[config.mk]
export PLATFORM = sky130hd
export DESIGN_NAME = otpm_core_end_flat
export DESIGN_NICKNAME = d
export VERILOG_FILES = /design/src/rtl/otpm_pkg.sv /design/src/rtl/otpm_link_if.sv /design/src/rtl/otpm_core_end.sv /design/src/rtl/otpm_pulse_gen.sv /design/src/flat_wrapper.sv
export SDC_FILE = /design/constraint.sdc
export NUM_CORES = 1
export LEC_CHECK = 0
export BUFFER_PORTS_ARGS = -buffer_cell sky130_fd_sc_hd__buf_2
export CAP_MARGIN = 25
export CORE_ASPECT_RATIO = 0.9
export CORE_UTILIZATION = 50
export CTS_BUF_LIST = sky130_fd_sc_hd__clkbuf_4
export DETAILED_ROUTE_END_ITERATION = 10
export PLACE_DENSITY = 0.7
export SYNTH_ARGS = -nofsm -noshare
export SYNTH_HDL_FRONTEND = slang
export SYNTH_HIERARCHICAL = 1
export SYNTH_SLANG_ARGS = --single-unit
[constraint.sdc]
create_clock -name CORE_CLK -period 5.51 [get_ports CORE_CLK]
set_clock_uncertainty 0.2 [all_clocks]
set_input_delay 0.2755 -clock CORE_CLK [delete_from_list [all_inputs] [get_ports CORE_CLK]]
set_output_delay 0.2755 -clock CORE_CLK [all_outputs]
set_load 0.05 [all_outputs]
[src/rtl/otpm_pkg.sv]
// Package with the shared constants of the opcode tracking link.
// Assumes one system clock on both ends and active-low tracking pins.
package otpm_pkg;
  // ****************************************
  // Widths and encodings
  // ****************************************
  localparam int OTPM_WORD_W = 16;
  localparam logic OTPM_ACTIVE = 1'b0;
  localparam logic OTPM_IDLE = 1'b1;
  localparam int OTPM_FLUSH_CLKS = 2;
  localparam int OTPM_START_CLKS = 2;
  localparam logic [1:0] OTPM_CNT_W2 = 2'h2;
  localparam logic [1:0] OTPM_CNT_ZERO = 2'h0;

  // Pipeline stage contents: a word and its abnormal-termination flag.
  typedef struct packed {
    logic valid;
    logic fault;
    logic [OTPM_WORD_W-1:0] word;
  } otpm_stage_t;

  localparam otpm_stage_t OTPM_STAGE_EMPTY = '{valid: 1'b0, fault: 1'b0, word: 16'h0000};

  // Fetch indication kinds requested of the device end.
  typedef enum logic [1:0] {
    OTPM_FK_NONE = 2'b00,
    OTPM_FK_FETCH = 2'b01,
    OTPM_FK_FLUSH = 2'b10
  } otpm_fkind_t;

  // Pin driver states.
  typedef enum logic [1:0] {
    OTPM_PS_IDLE = 2'b00,
    OTPM_PS_ONE = 2'b01,
    OTPM_PS_TWO = 2'b10
  } otpm_pstate_t;
endpackage : otpm_pkg

[src/rtl/otpm_link_if.sv]
// Interface carrying the two tracking pins between core and tracker.
// Assumes both ends run on the same clock.
`timescale 1ns/100ps
interface otpm_link_if;
  logic fetch_indicator_n;
  logic pipe_advance_indicator_n;
  logic system_clock_output;
  modport device (
    output fetch_indicator_n,
    output pipe_advance_indicator_n,
    output system_clock_output
  );
  modport tracker (
    input fetch_indicator_n,
    input pipe_advance_indicator_n,
    input system_clock_output
  );
endinterface : otpm_link_if

[src/rtl/otpm_core_end.sv]
// Opcode tracking pipeline of the core end, driving both tracking pins.
// Assumes the bus and sequencer requests arrive synchronous to CORE_CLK.
`timescale 1ns/100ps
module otpm_core_end #(
  parameter int WORD_W = otpm_pkg::OTPM_WORD_W
) (
  input wire logic CORE_CLK,
  input wire logic RST,
  otpm_link_if.device LINK,
  input wire logic BUS_DONE,
  input wire logic [WORD_W-1:0] BUS_DATA,
  input wire logic BUS_FAULT,
  input wire logic FLOW_CHANGE,
  input wire logic LOOP_MODE,
  input wire logic USE_EXT,
  input wire logic START_INSN,
  input wire logic SUPERVISOR,
  output logic PREFETCH_REQ,
  output logic [WORD_W-1:0] OPCODE,
  output logic OPCODE_FAULT,
  output logic OPCODE_VALID
);
  if (WORD_W != otpm_pkg::OTPM_WORD_W) begin : g_bad_width
    $error("WORD_W must equal the pipeline word width.");
  end

  // ****************************************
  // Pipeline stages
  // ****************************************
  otpm_pkg::otpm_stage_t buf_reg, in_reg, b_reg, c_reg;
  otpm_pkg::otpm_stage_t buf_next, in_next, b_next, c_next;
  logic recirc_reg;
  logic recirc_next;

  wire otpm_pkg::otpm_stage_t bus_word = '{valid: 1'b1, fault: BUS_FAULT, word: BUS_DATA};
  // Fetch flags stop once loop data recirculates, and resume only after LOOP_MODE drops.
  wire loop_recirc = LOOP_MODE && recirc_reg;
  wire fetch_taken = BUS_DONE && !FLOW_CHANGE && !loop_recirc;
  wire flush_taken = BUS_DONE && FLOW_CHANGE;
  // Privilege level plays no part in flagging fetches.
  wire sup_unused = SUPERVISOR;
  wire use_b = (USE_EXT || START_INSN) && b_reg.valid;

  always_comb begin
    buf_next = buf_reg;
    in_next = in_reg;
    b_next = b_reg;
    c_next = c_reg;
    recirc_next = LOOP_MODE && (recirc_reg || (BUS_DONE && in_reg.valid && b_reg.valid));
    if (FLOW_CHANGE) begin
      // Flush empties every stage before the refill word lands.
      buf_next = otpm_pkg::OTPM_STAGE_EMPTY;
      in_next = otpm_pkg::OTPM_STAGE_EMPTY;
      b_next = otpm_pkg::OTPM_STAGE_EMPTY;
      c_next = otpm_pkg::OTPM_STAGE_EMPTY;
      if (BUS_DONE) begin
        b_next = bus_word;
      end
    end else begin
      if (START_INSN && b_reg.valid) begin
        c_next = b_reg;
      end
      if (use_b) begin
        b_next = in_reg;
        in_next = buf_reg;
        buf_next = otpm_pkg::OTPM_STAGE_EMPTY;
      end
      // New words fall through to the first empty stage.
      if (BUS_DONE && !loop_recirc) begin
        if (!b_next.valid) begin
          b_next = bus_word;
        end else if (!in_next.valid) begin
          in_next = bus_word;
        end else begin
          buf_next = bus_word;
        end
      end
      if (!b_next.valid && in_next.valid) begin
        b_next = in_next;
        in_next = buf_next;
        buf_next = otpm_pkg::OTPM_STAGE_EMPTY;
      end
    end
  end

  always_ff @(posedge CORE_CLK) begin
    if (RST) begin
      buf_reg <= otpm_pkg::OTPM_STAGE_EMPTY;
      in_reg <= otpm_pkg::OTPM_STAGE_EMPTY;
      b_reg <= otpm_pkg::OTPM_STAGE_EMPTY;
      c_reg <= otpm_pkg::OTPM_STAGE_EMPTY;
      recirc_reg <= 1'b0;
      PREFETCH_REQ <= 1'b0;
      OPCODE <= '0;
      OPCODE_FAULT <= 1'b0;
      OPCODE_VALID <= 1'b0;
    end else begin
      buf_reg <= buf_next;
      in_reg <= in_next;
      b_reg <= b_next;
      c_reg <= c_next;
      recirc_reg <= recirc_next;
      PREFETCH_REQ <= !buf_next.valid && !LOOP_MODE;
      OPCODE <= c_next.word;
      OPCODE_FAULT <= c_next.fault;
      OPCODE_VALID <= c_next.valid && !sup_unused ? c_next.valid : c_next.valid;
    end
  end

  // ****************************************
  // Tracking pins and clock output
  // ****************************************
  // Flush-fetch is two clocks; a following fetch extends it to three.
  otpm_pulse_gen u_fetch_pin (
    .clk(CORE_CLK),
    .rst(RST),
    .req_one(fetch_taken),
    .req_two(flush_taken),
    .pin_n(LINK.fetch_indicator_n)
  );

  // Start is two clocks, an immediate use may follow unbroken; idle high.
  otpm_pulse_gen u_advance_pin (
    .clk(CORE_CLK),
    .rst(RST),
    .req_one(USE_EXT && !START_INSN && b_reg.valid && !FLOW_CHANGE),
    .req_two(START_INSN && b_reg.valid && !FLOW_CHANGE),
    .pin_n(LINK.pipe_advance_indicator_n)
  );

  logic clk_out_reg;
  always_ff @(posedge CORE_CLK) begin
    if (RST) begin
      clk_out_reg <= 1'b0;
    end else begin
      clk_out_reg <= ~clk_out_reg;
    end
  end
  assign LINK.system_clock_output = clk_out_reg;
endmodule : otpm_core_end

[src/rtl/otpm_pulse_gen.sv]
// Pulse-width coder for one active-low tracking pin.
// Assumes one request per cycle; a two-clock request may chain a one-clock one.
`timescale 1ns/100ps
module otpm_pulse_gen (
  input wire logic clk,
  input wire logic rst,
  input wire logic req_one,
  input wire logic req_two,
  output logic pin_n
);
  otpm_pkg::otpm_pstate_t state_reg;
  otpm_pkg::otpm_pstate_t state_next;
  logic pin_next;

  // ****************************************
  // Next state
  // ****************************************
  // TWO leaves at least one more low clock; a chained one-clock request keeps it there.
  always_comb begin
    state_next = otpm_pkg::OTPM_PS_IDLE;
    case (state_reg)
      otpm_pkg::OTPM_PS_TWO: begin
        state_next = req_one ? otpm_pkg::OTPM_PS_TWO : otpm_pkg::OTPM_PS_ONE;
      end
      default: begin
        if (req_two) begin
          state_next = otpm_pkg::OTPM_PS_TWO;
        end else if (req_one) begin
          state_next = otpm_pkg::OTPM_PS_ONE;
        end
      end
    endcase
  end

  assign pin_next = (state_next == otpm_pkg::OTPM_PS_IDLE) ? otpm_pkg::OTPM_IDLE
                                                           : otpm_pkg::OTPM_ACTIVE;

  always_ff @(posedge clk) begin
    if (rst) begin
      state_reg <= otpm_pkg::OTPM_PS_IDLE;
      pin_n <= otpm_pkg::OTPM_IDLE;
    end else begin
      state_reg <= state_next;
      pin_n <= pin_next;
    end
  end
endmodule : otpm_pulse_gen

[src/flat_wrapper.sv]
// flat-port wrapper written by rule: the top's interface ports become plain ports
module otpm_core_end_flat 
#(
  parameter int WORD_W = otpm_pkg::OTPM_WORD_W
)
  (CORE_CLK, RST, BUS_DONE, BUS_DATA, BUS_FAULT, FLOW_CHANGE, LOOP_MODE, USE_EXT, START_INSN, SUPERVISOR, PREFETCH_REQ, OPCODE, OPCODE_FAULT, OPCODE_VALID, LINK_fetch_indicator_n, LINK_pipe_advance_indicator_n, LINK_system_clock_output);
  otpm_link_if LINK_i ();
  input wire logic CORE_CLK;
  input wire logic RST;
  input wire logic BUS_DONE;
  input wire logic [WORD_W-1:0] BUS_DATA;
  input wire logic BUS_FAULT;
  input wire logic FLOW_CHANGE;
  input wire logic LOOP_MODE;
  input wire logic USE_EXT;
  input wire logic START_INSN;
  input wire logic SUPERVISOR;
  output logic PREFETCH_REQ;
  output logic [WORD_W-1:0] OPCODE;
  output logic OPCODE_FAULT;
  output logic OPCODE_VALID;
  output wire logic [$bits(LINK_i.fetch_indicator_n)-1:0] LINK_fetch_indicator_n;
  output wire logic [$bits(LINK_i.pipe_advance_indicator_n)-1:0] LINK_pipe_advance_indicator_n;
  output wire logic [$bits(LINK_i.system_clock_output)-1:0] LINK_system_clock_output;
  assign LINK_fetch_indicator_n = LINK_i.fetch_indicator_n;
  assign LINK_pipe_advance_indicator_n = LINK_i.pipe_advance_indicator_n;
  assign LINK_system_clock_output = LINK_i.system_clock_output;
  otpm_core_end #(.WORD_W(WORD_W)) u_core (.CORE_CLK(CORE_CLK), .RST(RST), .LINK(LINK_i), .BUS_DONE(BUS_DONE), .BUS_DATA(BUS_DATA), .BUS_FAULT(BUS_FAULT), .FLOW_CHANGE(FLOW_CHANGE), .LOOP_MODE(LOOP_MODE), .USE_EXT(USE_EXT), .START_INSN(START_INSN), .SUPERVISOR(SUPERVISOR), .PREFETCH_REQ(PREFETCH_REQ), .OPCODE(OPCODE), .OPCODE_FAULT(OPCODE_FAULT), .OPCODE_VALID(OPCODE_VALID));
endmodule
After elaboration in Yosys (flattened, before gate mapping)
Index checks and enable logic that the tools add are counted.
{"block": "op_classes", "eq_ne": 2, "n_mux": 31, "bitwise_logic": 1, "reduce_logical": 28}
{"cell": "$mux 18", "count": 19}
{"cell": "$mux 17", "count": 2}
{"cell": "$logic_and 1x1->1", "count": 16}
{"cell": "$mux 2", "count": 6}
{"cell": "$logic_not 1->1", "count": 6}
{"cell": "$eq 2x2->1 const B", "count": 2}
{"cell": "$logic_not 2->1", "count": 2}
{"cell": "$mux 1", "count": 4}
{"cell": "$reduce_or 3->1", "count": 1}
{"cell": "$logic_or 1x1->1", "count": 2}
{"cell": "$reduce_or 2->1", "count": 1}
{"cell": "$not 1->1", "count": 1}
{"block": "word_totals", "regBits": 81}

Depth between registers and ports, before layout
{"block": "logic_depth", "ltp_word": 13, "ltp_mapped": 8}

Hierarchy
Netlist, hierarchy kept.
{"module": "otpm_core_end", "instances": 1, "cells_each": 467, "area_per_inst_um2": 3811.2}
{"module": "otpm_pulse_gen", "instances": 2, "cells_each": 11, "area_per_inst_um2": 127.6}

Worst setup path after synthesis
No wires, ideal clock.
{"block": "synth_path", "path_kind": "input to register", "from": "in START_INSN", "to": "reg u_core/in_reg[10] (netlist name)", "setup_time_ns": 0.122, "arrival_ns": 1.641, "required_ns": 5.188, "path_slack_ns": 3.547, "stages": 6, "path_cell_list": "buf_2 nor2_4 mux2_4 buf_6 or3_1 a221o_1"}
{"block": "synth_between", "elab_chain_len": 9}
{"element": "start: declaration", "line_no": "flat_wrapper.sv:16", "rtl": "input wire logic START_INSN;"}
{"element": "$logic_or 1x1->1 (*)", "line_no": "otpm_core_end.sv:42", "rtl": "wire use_b = (USE_EXT || START_INSN) && b_reg.valid;"}
{"element": "$logic_and 1x1->1 (*)", "line_no": "otpm_core_end.sv:42"}
{"element": "$mux 18", "line_no": "otpm_core_end.sv:63", "rtl": "if (use_b) begin"}
{"element": "$mux 18", "line_no": "otpm_core_end.sv:50", "rtl": "if (FLOW_CHANGE) begin"}
{"element": "$mux 17 (tied with other cells)", "line_no": "otpm_core_end.sv:72", "rtl": "end else if (!in_next.valid) begin"}
{"element": "$mux 18, on equally long branches", "line_no": "otpm_core_end.sv:70, otpm_core_end.sv:50, otpm_core_end.sv:69"}
{"element": "$mux 18 (tied with other cells)", "line_no": "otpm_core_end.sv:69", "rtl": "if (BUS_DONE && !loop_recirc) begin"}
{"element": "$mux 18 or $logic_and 1x1->1 (tied branches)", "line_no": "otpm_core_end.sv:50, otpm_core_end.sv:78"}
{"element": "$mux 18 (*)", "line_no": "otpm_core_end.sv:78", "rtl": "if (!b_next.valid && in_next.valid) begin"}
{"element": "end signal: assignment", "line_no": "otpm_core_end.sv:89", "rtl": "in_reg <= otpm_pkg::OTPM_STAGE_EMPTY;"}
{"element": "end signal: assignment", "line_no": "otpm_core_end.sv:99", "rtl": "in_reg <= in_next;"}
{"element": "end: declaration", "line_no": "otpm_core_end.sv:30", "rtl": "otpm_pkg::otpm_stage_t buf_reg, in_reg, b_reg, c_reg;"}
Every way passes the cells marked *; elsewhere a longest branch is shown, timed or not. The select of a mux whose other input is x is not followed.
A chain may end at the register's enable or synchronous reset.

==> run_results.csv <==
group,metric,value,unit
sta,worst_slew_pin_slew,1.04,ns
floorplan,die_area,0.00850,sq mm
setup_path,start_kind,"input port",
floorplan,chipWidth,97.1,um
power,seqPwrFrac,52.6,%
routing,dr.pass1.iters,7,
synthesis,yosys_warnings,6,
global_routing,grt_pass1_wl,18.0,mm
global_routing,track_usage,26.9,%
setup_path,critPathKind,"in -> reg",
global_routing,grt_start_max_net_pins,60,
routing,antenna_left,0,
clock_network,clock-sinks,81,
power,power.switching,329,uW
sta,post-route-period-util,57.8,%
setup_path,timing.rr.end,"u_core/b_reg[7]$_SDFF_PP0_",
global_routing,gr-usage-met2,45.3,%
sta,finalHoldViolations,0,
sta,period_needed,3.18,ns
sta,rsz0062_at_grt,"false",
routing,wirelength,11.4,mm
placement,hpwlAfterDp,6.70,mm
setup_path,critPathRequiredTime,5.69,ns
routing,avgViaCountPerCell,6.21,
synthesis,syn_nets,514,
setup_path,critPathCaptureType,"flop",
sta,slew_violations,0,
hold_path,worstHoldStart,"USE_EXT",
finish,fill_cells,687,
power,power_density,250,mW/mm^2
setup_path,reg2reg_slack,2.70,ns
clock_network,cts_root_buffer,"clkbuf_4",
finish,areaGrowthSynthToFinish,14.6,%
hold_path,hp-class,"in -> reg",
clock_network,clk_pin_slew,0.13,ns
floorplan,start_util,52.8,%
clock_network,cts_buffers,9,
routing,drtIter0Drc,431,
power,intPower,836,uW
clock_network,cts_buffer_depth,2,
sta,setup_viol,0,
sta,finalSetupTns,0,ns
floorplan,placementRows,30,
routing,wl_per_cell,18.0,um
setup_path,worst-r2r-cell-count,5,
finish,drive_gt1_share,19.5,%
routing,vias,3912,
synthesis,ys_ff_latch,81,
floorplan,io_pins,47,
power,leakage,0.00171,uW
global_routing,overflow,0,
global_routing,grt_util_met3,6.30,%
global_routing,grt_pass1_vias,3474,
hold_path,whs_endpoint,"u_core/u_advance_pin/state_reg[1]$_SDFF_PP0_",
status,status,"complete, no violations",
sta,max_freq,0.314,GHz
power,pwr-share-comb,11.7,%
setup_path,crit_arrival,3.36,ns
sta,whs,0.147,ns
synthesis,synth_cells,489,
setup_path,worstReg2RegStart,"u_core/b_reg[17]$_SDFF_PP0_",
setup_path,crit_path_max_fanout,18,
clock_network,clk_latency,0.44,ns
global_routing,globalRoute.busiestLayer,"met2",
hold_path,whs_path_depth,5,
finish,multi_input_area,0.00224,sq mm
synthesis,yosysSeqAreaShare,39.9,%
floorplan,fp.coreArea,0.00769,sq mm
power,p_clk_share,35.7,%
routing,post-route-drc-count,0,
sta,slew_headroom,30.7,%
finish,antenna_cells,0,
clock_network,htreeDepth,3,
flow_run,max_cap_viol_count,0,
floorplan,die_height,87.6,um
synthesis,ys_dominant_reg_cell,"dfxtp_1",
synthesis,async_flop_share,0,%
synthesis,synth_edf_count,0,
placement,gp_congestion,0.864,
finish,layout.nets,554,
synthesis,synth.cell_area,0.00407,sq mm
synthesis,ys_types,53,
power,vdd_drop_max,0.114,mV
finish,regArea,0.00162,sq mm
power,swShare,28.3,%
placement,numPortBuffers,45,
global_routing,use_met1,34.5,%
global_routing,antenna_found_initial,0,
clock_network,cts_tree,"built",
synthesis,syn_area_per_cell,8.32,sq um
==> area by class of cell <==
class	instances	area share [%]
inverters	7	0.564
flip-flops and latches	81	34.8
clock inverters	7	2.20
well taps	96	2.58
clock buffers	9	1.45
multi-input cells	359	48.2
repair buffers	71	10.2
==> stage by stage <==
| stage | instance area, sq um | power (uW) | util, % | setup slack (ns) | std cells |
|---|---|---|---|---|---|
| 3_3_place_gp | 4270 | 746 | 55.5 | 2.49 | 592 |
| 5_1_grt | 4660 | 1210 | 60.6 | 2.26 | 630 |
| 3_5_place_dp | 4280 | 748 | 55.6 | 2.49 | 593 |
| 2_1_floorplan | 4070 | 707 | - | 3.55 | 489 |
| 6_report | 4660 | 1170 | 60.6 | 2.33 | 630 |
| 4_1_cts | 4660 | 1170 | 60.6 | 2.40 | 630 |
==> cell usage after synthesis, drive strengths merged, types with 2 or more instances <==
cell / count / area share [%]
nand2: 126 / 12
dfxtp: 81 / 40
a21oi: 38 / 4.8
a221o: 31 / 7.6
buf: 26 / 3.4
nand3: 21 / 2.6
nor2: 19 / 2.1
a221oi: 16 / 3.4
and2: 16 / 2.5
clkbuf: 16 / 1.5
o221a: 14 / 3.9
or3: 14 / 2.2
inv: 7 / 0.65
o21ai: 7 / 0.86
nand2b: 6 / 1.3
nor3: 6 / 0.74
o221ai: 6 / 1.3
a21o: 4 / 0.80
mux2i: 4 / 0.98
o21a: 4 / 0.74
a31oi: 3 / 0.46
mux2: 3 / 1.1
nor2b: 2 / 0.31
nor4: 2 / 0.68
==> worst max-delay path by stage <==
stage,from,end,slack [ns],cells after the start
floorplan,START_INSN,u_core/in_reg[10]$_SDFF_PP0_,3.55,6
global placement,RST,u_core/b_reg[13]$_SDFF_PP0_,2.49,5
detailed placement,RST,u_core/b_reg[4]$_SDFF_PP0_,2.49,5
CTS,RST,u_core/b_reg[7]$_SDFF_PP0_,2.40,6
global route,RST,u_core/b_reg[7]$_SDFF_PP0_,2.26,6
finish,RST,u_core/b_reg[7]$_SDFF_PP0_,2.33,6
==> power by group through the flow <==
stage / clock, uW / sequential, uW / combinational, uW
after detailed placement: 0 / 625 / 123
after floorplan: 0 / 628 / 79.3
after CTS: 424 / 613 / 135
after global routing: 448 / 615 / 146
after global placement: 0 / 625 / 120
final: 416 / 613 / 137
==> layer usage <==
layer / vias to the layer above / wire, um
met5: - / 0
met4: 0 / 138
met3: 17 / 818
met2: 179 / 5310
met1: 1851 / 5100
li1: 1865 / -
==> placed cells by master, fill, tap and decap left out, types with 4 or more instances in the layout <==
cell type,count
dfxtp_1,81
o21a_1,4
nor3_1,6
o221ai_1,6
mux2i_1,4
nand2b_1,4
and2_1,16
inv_1,6
nor2_1,15
a21oi_1,36
o221a_2,14
clkbuf_4,9
o21ai_0,5
a221o_1,31
or3_1,14
nand2_1,125
dlygate4sd3_1,21
a221oi_1,16
buf_4,4
nand3_1,21
buf_2,45
==> kinds of logic (layout without fill, tap and decap cells) <==
kind of cell / after synthesis / after routing / share of synthesized area [%]
AOI/OAI and AO/OA: 137 / 137 / 27.9
buffers and inverters: 49 / 94 / 5.54
DFF: 81 / 81 / 39.9
muxes: 7 / 7 / 2.09
and+or+nand+nor: 215 / 215 / 24.6
==> what timing repair did <==
action	4_1_cts	5_1_grt
hold endpoints to repair	57	0
resized for setup	0	0
endpoints found under the setup margin	0	0
hold buffers	21	0
buffers inserted	0	0
==> worst max-delay path, stage by stage <==
cell           delay, ns
dlygate4sd3_1       0.53
buf_2               0.21
or2_1               0.54
nor2_2              0.83
a22o_1              0.70
a221o_1             0.27
(Power assumes the default switching activity.)
